[src/rcs_defines.svh]
// Constant values for the drive run-command sequencer.
`ifndef RCS_DEFINES_SVH
`define RCS_DEFINES_SVH

// Master clock rate in hertz.
`define RCS_CLK_HZ 20000000
// Least time a push-button command must be held, in milliseconds.
`define RCS_MIN_PRESS_MS 1
// Cycles in one millisecond and in one tenth of a second.
`define RCS_MS_CYCLES (`RCS_CLK_HZ / 1000)
`define RCS_PRESS_CYCLES (`RCS_MIN_PRESS_MS * `RCS_MS_CYCLES)
`define RCS_TENTH_CYCLES (`RCS_CLK_HZ / 10)

// Multi-function terminal function codes.
`define RCS_FUNC_RUN_ENABLE 6'h0D
`define RCS_FUNC_THREE_WIRE 6'h0E

// Gating selection codes.
`define RCS_GATE_ALWAYS 1'h0
`define RCS_GATE_INPUT 1'h1

// Safe-stop mode codes.
`define RCS_STOP_FREE_RUN 2'h0
`define RCS_STOP_QUICK 2'h1
`define RCS_STOP_QUICK_RESUME 2'h2

// Control mode code that allows dwell sequencing.
`define RCS_CTRL_VF 3'h0

// Reset values and limits of settings, and the zero frequency: frequency in 0.01 Hz, times in 0.1 s.
`define RCS_DWELL_FREQ_RST 16'h01F4
`define RCS_DWELL_TIME_RST 10'h000
`define RCS_DWELL_TIME_MAX 10'h258
`define RCS_QSTOP_TIME_RST 13'h0032
`define RCS_QSTOP_TIME_MAX 13'h1770
`define RCS_FREQ_ZERO 16'h0000

`endif

[src/rcs_pkg.sv]
// Types shared by the drive run-command sequencer.
package rcs_pkg;

  typedef enum logic [3:0]
  {
    RCS_IDLE,
    RCS_ACC_RAMP,
    RCS_ACC_HOLD,
    RCS_RUN,
    RCS_DEC_RAMP,
    RCS_DEC_HOLD,
    RCS_DECEL,
    RCS_QSTOP,
    RCS_COAST
  } rcs_state_t;

  typedef struct packed
  {
    logic [5:0]  stop_term_func;
    logic [5:0]  run_en_term_func;
    logic        gating_by_input;
    logic [1:0]  stop_mode;
    logic [2:0]  control_mode;
    logic [15:0] acc_dwell_freq;
    logic [9:0]  acc_dwell_time;
    logic [15:0] dec_dwell_freq;
    logic [9:0]  dec_dwell_time;
    logic [15:0] start_freq;
    logic [15:0] max_freq;
    logic [12:0] qstop_time;
  } rcs_cfg_t;

  typedef struct packed
  {
    logic run_active;
    logic reverse_dir;
    logic output_block;
    logic quick_stop_active;
    logic acc_dwell_active;
    logic dec_dwell_active;
    logic need_fresh_cmd;
  } rcs_status_t;

endpackage

[src/rcs_input_filter.sv]
// Two-stage synchroniser followed by a stable-time filter for one terminal.
module rcs_input_filter
  import rcs_pkg::*;
#(
  parameter int STABLE_CYCLES = 20000
)
(
  // Clock and reset.
  input  wire logic mclk,
  input  wire logic rst_b,
  // Terminal pin and filtered level.
  input  wire logic pin,
  output logic      level
);

  localparam int CW = $clog2(STABLE_CYCLES + 1);
  localparam logic [CW-1:0] LAST = CW'(STABLE_CYCLES - 1);

  logic          sync_a;
  logic          sync_b;
  logic [CW-1:0] count;
  logic [CW-1:0] next_count;
  logic          next_level;

  always_ff @(posedge mclk or negedge rst_b)
  begin
    if (!rst_b)
    begin
      sync_a <= 1'b0;
      sync_b <= 1'b0;
    end
    else
    begin
      sync_a <= pin;
      sync_b <= sync_a;
    end
  end

  // A new level is taken only after it has stood for the whole filter time.
  always_comb
  begin
    next_count = '0;
    next_level = level;
    if (sync_b != level)
    begin
      if (count == LAST)
        next_level = sync_b;
      else
        next_count = count + CW'(1);
    end
  end

  always_ff @(posedge mclk or negedge rst_b)
  begin
    if (!rst_b)
    begin
      count <= '0;
      level <= 1'b0;
    end
    else
    begin
      count <= next_count;
      level <= next_level;
    end
  end

endmodule

[src/rcs_hold_timer.sv]
// Hold timer counting whole tenths of a second after a start pulse.
module rcs_hold_timer
  import rcs_pkg::*;
#(
  parameter int TENTH_CYCLES = 2000000
)
(
  // Clock and reset.
  input  wire logic       mclk,
  input  wire logic       rst_b,
  // Start pulse with duration in tenths of a second.
  input  wire logic       start,
  input  wire logic [9:0] tenths,
  // Completion pulse.
  output logic            done
);

  localparam int PW = $clog2(TENTH_CYCLES + 1);
  localparam logic [PW-1:0] PLAST = PW'(TENTH_CYCLES - 1);

  logic [PW-1:0] pre;
  logic [PW-1:0] next_pre;
  logic [9:0]    left;
  logic [9:0]    next_left;
  logic          busy;
  logic          next_busy;
  logic          next_done;

  always_comb
  begin
    next_pre  = pre;
    next_left = left;
    next_busy = busy;
    next_done = 1'b0;
    if (start)
    begin
      next_pre  = '0;
      next_left = tenths;
      next_busy = 1'b1;
    end
    else if (busy)
    begin
      if (pre == PLAST)
      begin
        next_pre = '0;
        if (left <= 10'h001)
        begin
          next_busy = 1'b0;
          next_done = 1'b1;
        end
        else
          next_left = left - 10'h001;
      end
      else
        next_pre = pre + PW'(1);
    end
  end

  always_ff @(posedge mclk or negedge rst_b)
  begin
    if (!rst_b)
    begin
      pre  <= '0;
      left <= 10'h000;
      busy <= 1'b0;
      done <= 1'b0;
    end
    else
    begin
      pre  <= next_pre;
      left <= next_left;
      busy <= next_busy;
      done <= next_done;
    end
  end

endmodule

[src/rcs_sequencer.sv]
// Run-command sequencer: three-wire latch, run-enable gating and dwell holds.
//
// Behaviour
// - Three-wire latches momentary forward or reverse button.
// - Forward and reverse together stop the drive.
// - Terminal code 13 is the run-enable input.
// - Gating setting 0 off, 1 input dependent.
// - Gated: accept run only with enable asserted.
// - Safe-stop mode 0 to 2, default free-run.
// - Free-run: block output when enable drops.
// - Modes 1 and 2: enable loss decelerates on quick-stop time.
// - Quick stop: restart needs fresh run command.
// - Quick-stop resume: restart on enable with command.
// - Dwell only in V/F control mode.
// - Run: ramp to dwell, hold, then accelerate.
// - Stop: ramp to dwell, hold, then stop.
// - Dwell defaults 5.00 Hz, 0 s, clamped ranges.
// - Skip dwell when time or frequency zero.
// - Only the first acceleration dwell per run.
// - No deceleration dwell on lowered reference.
`include "rcs_defines.svh"

module rcs_sequencer
  import rcs_pkg::*;
#(
  parameter int PRESS_CYCLES = `RCS_PRESS_CYCLES,
  parameter int TENTH_CYCLES = `RCS_TENTH_CYCLES
)
(
  // Clock and reset.
  input  wire logic        mclk,
  input  wire logic        rst_b,
  // Terminal pins.
  input  wire logic        forward_run_cmd,
  input  wire logic        reverse_run_cmd,
  input  wire logic        stop_term,
  input  wire logic        run_enable_term,
  // Settings.
  input  wire rcs_cfg_t    cfg,
  // Frequency reference in and ramp output feedback, 0.01 Hz units.
  input  wire logic [15:0] target_freq,
  input  wire logic [15:0] out_freq,
  // Sequencer results.
  output rcs_status_t      status,
  output logic [15:0]      freq_ref,
  output logic [12:0]      decel_time
);

  logic        fwd_f;
  logic        rev_f;
  logic        stop_f;
  logic        en_f;
  logic        fwd_d;
  logic        rev_d;
  logic        fwd_latch;
  logic        rev_latch;
  logic        next_fwd_latch;
  logic        next_rev_latch;
  logic        three_wire;
  logic        both_cmd;
  logic        run_cmd;
  logic        want_rev;
  logic        gate_on;
  logic        enable_ok;
  logic        vf_mode;
  logic [15:0] acc_freq;
  logic [15:0] dec_freq;
  logic [9:0]  acc_time;
  logic [9:0]  dec_time;
  logic        acc_dwell_ok;
  logic        dec_dwell_ok;
  logic        acc_done;
  logic        dec_done;
  logic        running;

  rcs_state_t  state;
  rcs_state_t  next_state;
  logic        acc_spent;
  logic        next_acc_spent;
  logic        need_fresh;
  logic        next_need_fresh;
  logic        acc_start;
  logic        next_acc_start;
  logic        dec_start;
  logic        next_dec_start;
  rcs_status_t next_status;
  logic [15:0] next_freq_ref;
  logic [12:0] next_decel_time;

  // Short presses are filtered out rather than half-taken.
  rcs_input_filter #(.STABLE_CYCLES(PRESS_CYCLES)) u_fwd_filter
  (
    .mclk  (mclk),
    .rst_b (rst_b),
    .pin   (forward_run_cmd),
    .level (fwd_f)
  );

  rcs_input_filter #(.STABLE_CYCLES(PRESS_CYCLES)) u_rev_filter
  (
    .mclk  (mclk),
    .rst_b (rst_b),
    .pin   (reverse_run_cmd),
    .level (rev_f)
  );

  rcs_input_filter #(.STABLE_CYCLES(PRESS_CYCLES)) u_stop_filter
  (
    .mclk  (mclk),
    .rst_b (rst_b),
    .pin   (stop_term),
    .level (stop_f)
  );

  rcs_input_filter #(.STABLE_CYCLES(PRESS_CYCLES)) u_en_filter
  (
    .mclk  (mclk),
    .rst_b (rst_b),
    .pin   (run_enable_term),
    .level (en_f)
  );

  rcs_hold_timer #(.TENTH_CYCLES(TENTH_CYCLES)) u_acc_timer
  (
    .mclk   (mclk),
    .rst_b  (rst_b),
    .start  (acc_start),
    .tenths (acc_time),
    .done   (acc_done)
  );

  rcs_hold_timer #(.TENTH_CYCLES(TENTH_CYCLES)) u_dec_timer
  (
    .mclk   (mclk),
    .rst_b  (rst_b),
    .start  (dec_start),
    .tenths (dec_time),
    .done   (dec_done)
  );

  function automatic logic [15:0] clamp_freq(input logic [15:0] f, input logic [15:0] lo, input logic [15:0] hi);
    logic [15:0] r;
    r = f;
    if (r < lo)
      r = lo;
    if (r > hi)
      r = hi;
    return r;
  endfunction

  function automatic logic [9:0] limit_time(input logic [9:0] t);
    return (t > `RCS_DWELL_TIME_MAX) ? `RCS_DWELL_TIME_MAX : t;
  endfunction

  // Command decoding and run-enable gating.
  always_comb
  begin
    three_wire = (cfg.stop_term_func == `RCS_FUNC_THREE_WIRE);
    both_cmd   = fwd_f & rev_f;
    next_fwd_latch = fwd_latch;
    next_rev_latch = rev_latch;
    if (!three_wire || both_cmd || !stop_f)
    begin
      next_fwd_latch = 1'b0;
      next_rev_latch = 1'b0;
    end
    else if (fwd_f && !fwd_d)
    begin
      next_fwd_latch = 1'b1;
      next_rev_latch = 1'b0;
    end
    else if (rev_f && !rev_d)
    begin
      next_fwd_latch = 1'b0;
      next_rev_latch = 1'b1;
    end
    if (three_wire)
    begin
      run_cmd  = (fwd_latch | rev_latch) & ~both_cmd & stop_f;
      want_rev = rev_latch;
    end
    else
    begin
      run_cmd  = fwd_f ^ rev_f;
      want_rev = rev_f;
    end
    gate_on   = cfg.gating_by_input == `RCS_GATE_INPUT && cfg.run_en_term_func == `RCS_FUNC_RUN_ENABLE;
    enable_ok = !gate_on || en_f;
  end

  // Dwell qualification.
  always_comb
  begin
    vf_mode      = (cfg.control_mode == `RCS_CTRL_VF);
    acc_freq     = clamp_freq(cfg.acc_dwell_freq, cfg.start_freq, cfg.max_freq);
    dec_freq     = clamp_freq(cfg.dec_dwell_freq, cfg.start_freq, cfg.max_freq);
    acc_time     = limit_time(cfg.acc_dwell_time);
    dec_time     = limit_time(cfg.dec_dwell_time);
    acc_dwell_ok = vf_mode && (acc_time != 10'h000) && (cfg.acc_dwell_freq != `RCS_FREQ_ZERO);
    dec_dwell_ok = vf_mode && (dec_time != 10'h000) && (cfg.dec_dwell_freq != `RCS_FREQ_ZERO);
    running      = (state != RCS_IDLE) && (state != RCS_QSTOP) && (state != RCS_COAST);
  end

  // Sequencer state machine.
  always_comb
  begin
    next_state      = state;
    next_acc_spent  = acc_spent;
    next_need_fresh = need_fresh;
    next_acc_start  = 1'b0;
    next_dec_start  = 1'b0;
    if (!run_cmd)
      next_need_fresh = 1'b0;
    unique case (state)
      RCS_IDLE:
      begin
        if (!run_cmd)
          next_acc_spent = 1'b0;
        else if (enable_ok && !need_fresh)
        begin
          next_acc_spent = 1'b1;
          if (acc_dwell_ok && !acc_spent)
            next_state = RCS_ACC_RAMP;
          else
            next_state = RCS_RUN;
        end
      end
      RCS_ACC_RAMP:
      begin
        if (out_freq >= acc_freq)
        begin
          next_state     = RCS_ACC_HOLD;
          next_acc_start = 1'b1;
        end
      end
      RCS_ACC_HOLD:
      begin
        if (acc_done)
          next_state = RCS_RUN;
      end
      RCS_DEC_RAMP:
      begin
        if (run_cmd)
          next_state = RCS_RUN;
        else if (out_freq <= dec_freq)
        begin
          next_state     = RCS_DEC_HOLD;
          next_dec_start = 1'b1;
        end
      end
      RCS_DEC_HOLD:
      begin
        if (run_cmd)
          next_state = RCS_RUN;
        else if (dec_done)
          next_state = RCS_DECEL;
      end
      RCS_DECEL:
      begin
        if (run_cmd)
          next_state = RCS_RUN;
        else if (out_freq == `RCS_FREQ_ZERO)
          next_state = RCS_IDLE;
      end
      RCS_QSTOP:
      begin
        if (out_freq == `RCS_FREQ_ZERO)
          next_state = RCS_IDLE;
      end
      RCS_COAST:
      begin
        if (enable_ok)
          next_state = RCS_IDLE;
      end
      default:
      begin
        next_state = state;
      end
    endcase
    // Only a stop command takes the dwell path; the reference itself never does.
    if ((state == RCS_RUN || state == RCS_ACC_RAMP || state == RCS_ACC_HOLD) && !run_cmd)
      next_state = dec_dwell_ok ? RCS_DEC_RAMP : RCS_DECEL;
    // Loss of run-enable overrides every running state.
    if (running && !enable_ok)
    begin
      if (cfg.stop_mode == `RCS_STOP_FREE_RUN)
        next_state = RCS_COAST;
      else
        next_state = RCS_QSTOP;
      if (cfg.stop_mode != `RCS_STOP_QUICK_RESUME)
        next_need_fresh = 1'b1;
    end
  end

  // Registered status and reference follow the next state; decel_time clamps the quick-stop setting.
  always_comb
  begin
    next_status                   = '0;
    next_status.run_active        = (next_state != RCS_IDLE) && (next_state != RCS_COAST);
    next_status.reverse_dir       = (next_state == RCS_IDLE) ? want_rev : status.reverse_dir;
    next_status.output_block      = (next_state == RCS_COAST) || (next_state == RCS_IDLE);
    next_status.quick_stop_active = (next_state == RCS_QSTOP);
    next_status.acc_dwell_active  = (next_state == RCS_ACC_RAMP) || (next_state == RCS_ACC_HOLD);
    next_status.dec_dwell_active  = (next_state == RCS_DEC_RAMP) || (next_state == RCS_DEC_HOLD);
    next_status.need_fresh_cmd    = next_need_fresh;
    if (running && (next_state == RCS_RUN))
      next_status.reverse_dir = want_rev;
    unique case (next_state)
      RCS_ACC_RAMP,
      RCS_ACC_HOLD: next_freq_ref = acc_freq;
      RCS_DEC_RAMP,
      RCS_DEC_HOLD: next_freq_ref = dec_freq;
      RCS_RUN:      next_freq_ref = target_freq;
      default:      next_freq_ref = `RCS_FREQ_ZERO;
    endcase
    next_decel_time = (cfg.qstop_time > `RCS_QSTOP_TIME_MAX) ? `RCS_QSTOP_TIME_MAX : cfg.qstop_time;
  end

  always_ff @(posedge mclk or negedge rst_b)
  begin
    if (!rst_b)
    begin
      fwd_d      <= 1'b0;
      rev_d      <= 1'b0;
      fwd_latch  <= 1'b0;
      rev_latch  <= 1'b0;
      state      <= RCS_IDLE;
      acc_spent  <= 1'b0;
      need_fresh <= 1'b0;
      acc_start  <= 1'b0;
      dec_start  <= 1'b0;
      status     <= '{output_block: 1'b1, default: 1'b0};
      freq_ref   <= `RCS_FREQ_ZERO;
      decel_time <= `RCS_QSTOP_TIME_RST;
    end
    else
    begin
      fwd_d      <= fwd_f;
      rev_d      <= rev_f;
      fwd_latch  <= next_fwd_latch;
      rev_latch  <= next_rev_latch;
      state      <= next_state;
      acc_spent  <= next_acc_spent;
      need_fresh <= next_need_fresh;
      acc_start  <= next_acc_start;
      dec_start  <= next_dec_start;
      status     <= next_status;
      freq_ref   <= next_freq_ref;
      decel_time <= next_decel_time;
    end
  end

endmodule

[config.mk]
export PLATFORM = sky130hd
export DESIGN_NAME = rcs_sequencer
export DESIGN_NICKNAME = d
export VERILOG_FILES = /design/src/rcs_pkg.sv /design/src/rcs_input_filter.sv /design/src/rcs_hold_timer.sv /design/src/rcs_sequencer.sv
export VERILOG_INCLUDE_DIRS = /design/src
export SDC_FILE = /design/constraint.sdc
export NUM_CORES = 1
export LEC_CHECK = 0
export ABC_CLOCK_PERIOD_IN_PS = 7510
export BUFFER_PORTS_ARGS = -buffer_cell sky130_fd_sc_hd__buf_2
export CORE_MARGIN = 5
export CORE_UTILIZATION = 40
export CTS_CLUSTER_DIAMETER = 60
export DETAILED_ROUTE_END_ITERATION = 16
export GPL_ROUTABILITY_DRIVEN = 0
export HOLD_SLACK_MARGIN = 0.1
export PLACE_DENSITY = 0.69
export SLEW_MARGIN = 10
export SYNTH_ARGS = -nofsm -noshare
export SYNTH_HDL_FRONTEND = slang
export SYNTH_SLANG_ARGS = --single-unit
[constraint.sdc]
create_clock -name mclk -period 7.51 [get_ports mclk]
set_clock_uncertainty 0.1 [all_clocks]
set_input_delay 0.751 -clock mclk [delete_from_list [all_inputs] [get_ports mclk]]
set_output_delay 0.751 -clock mclk [all_outputs]
set_load 0.05 [all_outputs]
==> results_dict.tcl <==
set metrics [dict create \
    critPathMaxFanout 16 \
    drc 0 \
    clkSinkCount 185 \
    clkLatencyLatePin_ns 0.44 \
    instances_no_fill 1914 \
    avgRoutedWirePerCell_um 16.8 \
    synthArstFlopShare_pct 100 \
    post_drt_via_cell_ratio 5.48 \
    final_core_util_pct 47.4 \
    drv_slew 0 \
    placedCellCount 1868 \
    cpLargestDelayFamily "compound AO/OA/AOI/OAI gates" \
    pin_count 189 \
    cp_num_buf_inv 6 \
    ys_types 76 \
    synthFlopType "dfrtp_1" \
    dpl.hpwl_um 25100 \
    arrival_ns 7.34 \
    ys_seq_elements 185 \
    slew_headroom_pct 34.8 \
    numCtsBuffers 17 \
    drive_gt1_share_pct 18.8 \
    grt_pass1_wl_um 52000 \
    critical_path_required_ns 7.74 \
    ir_worst_vdd_mv 0.163 \
    dieArea_mm2 0.0336 \
    wl_met1_um 14300 \
    drt_iter0_drc 684 \
    regArea_mm2 0.00463 \
    filler_cell_count 2852 \
    critPathKind "in2reg" \
    core_mm2 0.0296 \
    cp_common_cell "ha_1" \
    yosysWarnings 0 \
    avgSynthCellArea_um2 9.16 \
    power.density_mw_per_mm2 243 \
    grt_max_degree 115 \
    period_share_pct 94.7 \
    fmax_mhz 141 \
    grt_pass1_vias 10349 \
    cp-start-kind "input pin" \
    setup_viol 0 \
    synth_sequential_area_ratio_pct 38.6 \
    grtUsageTotal_pct 18.9 \
    end_kind "flip-flop" \
    fin_tns_setup_ns 0 \
    syn_nets 1570 \
    num_rows 63 \
    synthCells 1312 \
    hold_class "reg2reg" \
    die_h_um 183 \
    regToRegSetupSlack_ns 3.94 \
    tightest_slew_ns 0.977 \
    final_nets 1757 \
    syn2layout_area_growth_pct 17.0 \
    grt-ovfl-total 0 \
    drt_pass1_iterations 6 \
    ant_nets 0 \
    wl_met2_um 15100 \
    hold_viol 0 \
    max_stage_delay_ns 0.47 \
    layout_commonest_cell "buf_2" \
    wl_um 32200 \
    clock_path_buffers 2 \
    port_buffers 188 \
    cts_tree "done" \
    antenna_found_initial 16 \
    top_layer_used "met5" \
    initial_core_util_pct 40.5 \
    layout_common_cells "buf_2 (187), dfrtp_1 (181), nor2_1 (152), ha_1 (105), nand2_1 (102)" \
    p_leak_uw 0.00654 \
    design_area_mm2 0.0141 \
    outcome "completed" \
    clkTransAtPathRegs_ns 0.08 \
    cts_root_buf "clkbuf_16" \
    netlist_area_mm2 0.0120 \
    max_cap_viol_count 0 \
    rsz0062_at_grt "no" \
    vias 10486 \
    fin_crit_ns 7.11 \
    multi_input_area_mm2 0.00700 \
    die-width_um 183 \
    crit_slowest_cell "a2111oi_1" \
    wl_met3_um 1900 \
    htree_levels 4 \
    synth-edff-count 0 \
    place_area_mm2 0.0134 \
]
-- routing by layer --
metal / track usage, % / vias to the layer above
li1: - / 5137
met1: 24.8 / 4985
met2: 30.5 / 297
met3: 4.38 / 59
met4: 7.39 / 8
met5: 0 / -
-- kinds of logic after synthesis --
group / count (synthesis) / share of synthesized area [%]
simple gates: 530 / 22.0
compound gates: 259 / 14.5
flops: 185 / 38.6
fa+ha+maj: 105 / 10.9
buf+inv: 97 / 3.34
xor+xnor: 81 / 5.90
mux: 55 / 4.79
-- layout make-up --
type,instances,area share (%)
diodes,12,0.214
well taps,390,3.47
inverters,63,1.68
clock buffers,17,3.03
multi-input cells,1030,49.8
clock inverters,15,1.26
flip-flops and latches,185,33.0
repair buffers,202,7.59
-- worst paths after layout --
path                       cells past startpoint                           start                          endpoint
hold reg to reg                                0    u_en_filter.sync_a$_DFF_PN0_      u_en_filter.sync_b$_DFF_PN0_
setup reg to reg                              10  u_acc_timer.pre[0]$_DFFE_PN0P_   u_acc_timer.left[6]$_DFFE_PN0P_
max in group asynchronous                      2                           rst_b             fwd_latch$_DFFE_PN0P_
hold / removal                                 0    u_en_filter.sync_a$_DFF_PN0_      u_en_filter.sync_b$_DFF_PN0_
min in group asynchronous                      1                           rst_b  u_rev_filter.count[13]$_DFF_PN0_
setup / recovery                              28                         cfg[35]             freq_ref[0]$_DFF_PN0_
-- flip-flops by register name, indices dropped and copies added, names as in the netlist, 4 cells and up --
name,flops
u_acc_timer.left,10
u_fwd_filter.count,15
state,4
status,6
u_rev_filter.count,15
decel_time,13
u_acc_timer.pre,21
u_en_filter.count,15
u_stop_filter.count,15
u_dec_timer.pre,21
freq_ref,16
u_dec_timer.left,10
-- worst register-to-register path, cell delays in order (launching register included) --
cell and delay [ns]:
dfrtp_1 0.39, ha_1 0.20, and3_1 0.23, and4_1 0.30
and4_1 0.24, or2_2 0.21, nor2b_1 0.76, nand2_1 0.52
nor3_1 0.31, a21oi_1 0.06, o21ai_0 0.17
-- synth_stat cells, drive strengths merged, types with 6 or more instances --
cell    instances  share of area, %
a211oi          6              0.37
a21o           15              0.94
a21oi          68               2.8
and2           12              0.62
and3           17              0.89
buf            10              0.61
clkbuf         24              0.76
dfrtp         181                38
ha            105                11
inv            62               1.9
mux2           20               1.9
mux2i          35               2.9
nand2         102               3.2
nand2b         25               1.3
nand3          55               2.3
nand4          42               2.2
nor2          153               4.8
nor2b          17              0.89
nor3           39               1.6
nor4           20               1.1
nor4b           6              0.44
o21a           10              0.62
o21ai          86               3.6
o221ai         16               1.7
o22ai           8              0.42
o31ai           6              0.37
or2             8              0.42
or3            12              0.62
xnor2          26               1.9
xor2           55               4.0
-- per-stage QoR --
step | hold slack, ns | setup slack (ns) | total power [uW]
after detailed placement | 0.237 | -0.116 | 2490
after global routing | 0.269 | 0.0638 | 3640
after floorplan | 0.231 | 0.113 | 2160
after CTS | 0.253 | 0.331 | 3430
after global placement | 0.236 | 0.0422 | 2460
final | 0.255 | 0.397 | 3420
-- report_power, final --
| group | internal, uW | total (uW) | switching, uW |
|---|---|---|---|
| clock network | 479 | 922 | 443 |
| registers | 1110 | 1230 | 123 |
| logic | 472 | 1260 | 790 |
-- repair_timing --
| action | in CTS | in global routing |
|---|---|---|
| setup endpoints to repair | 0 | 17 |
| buffers inserted | 0 | 2 |
| hold buffers | 0 | 0 |
| gates resized for setup | 0 | 3 |
(Power assumes the default switching activity.)
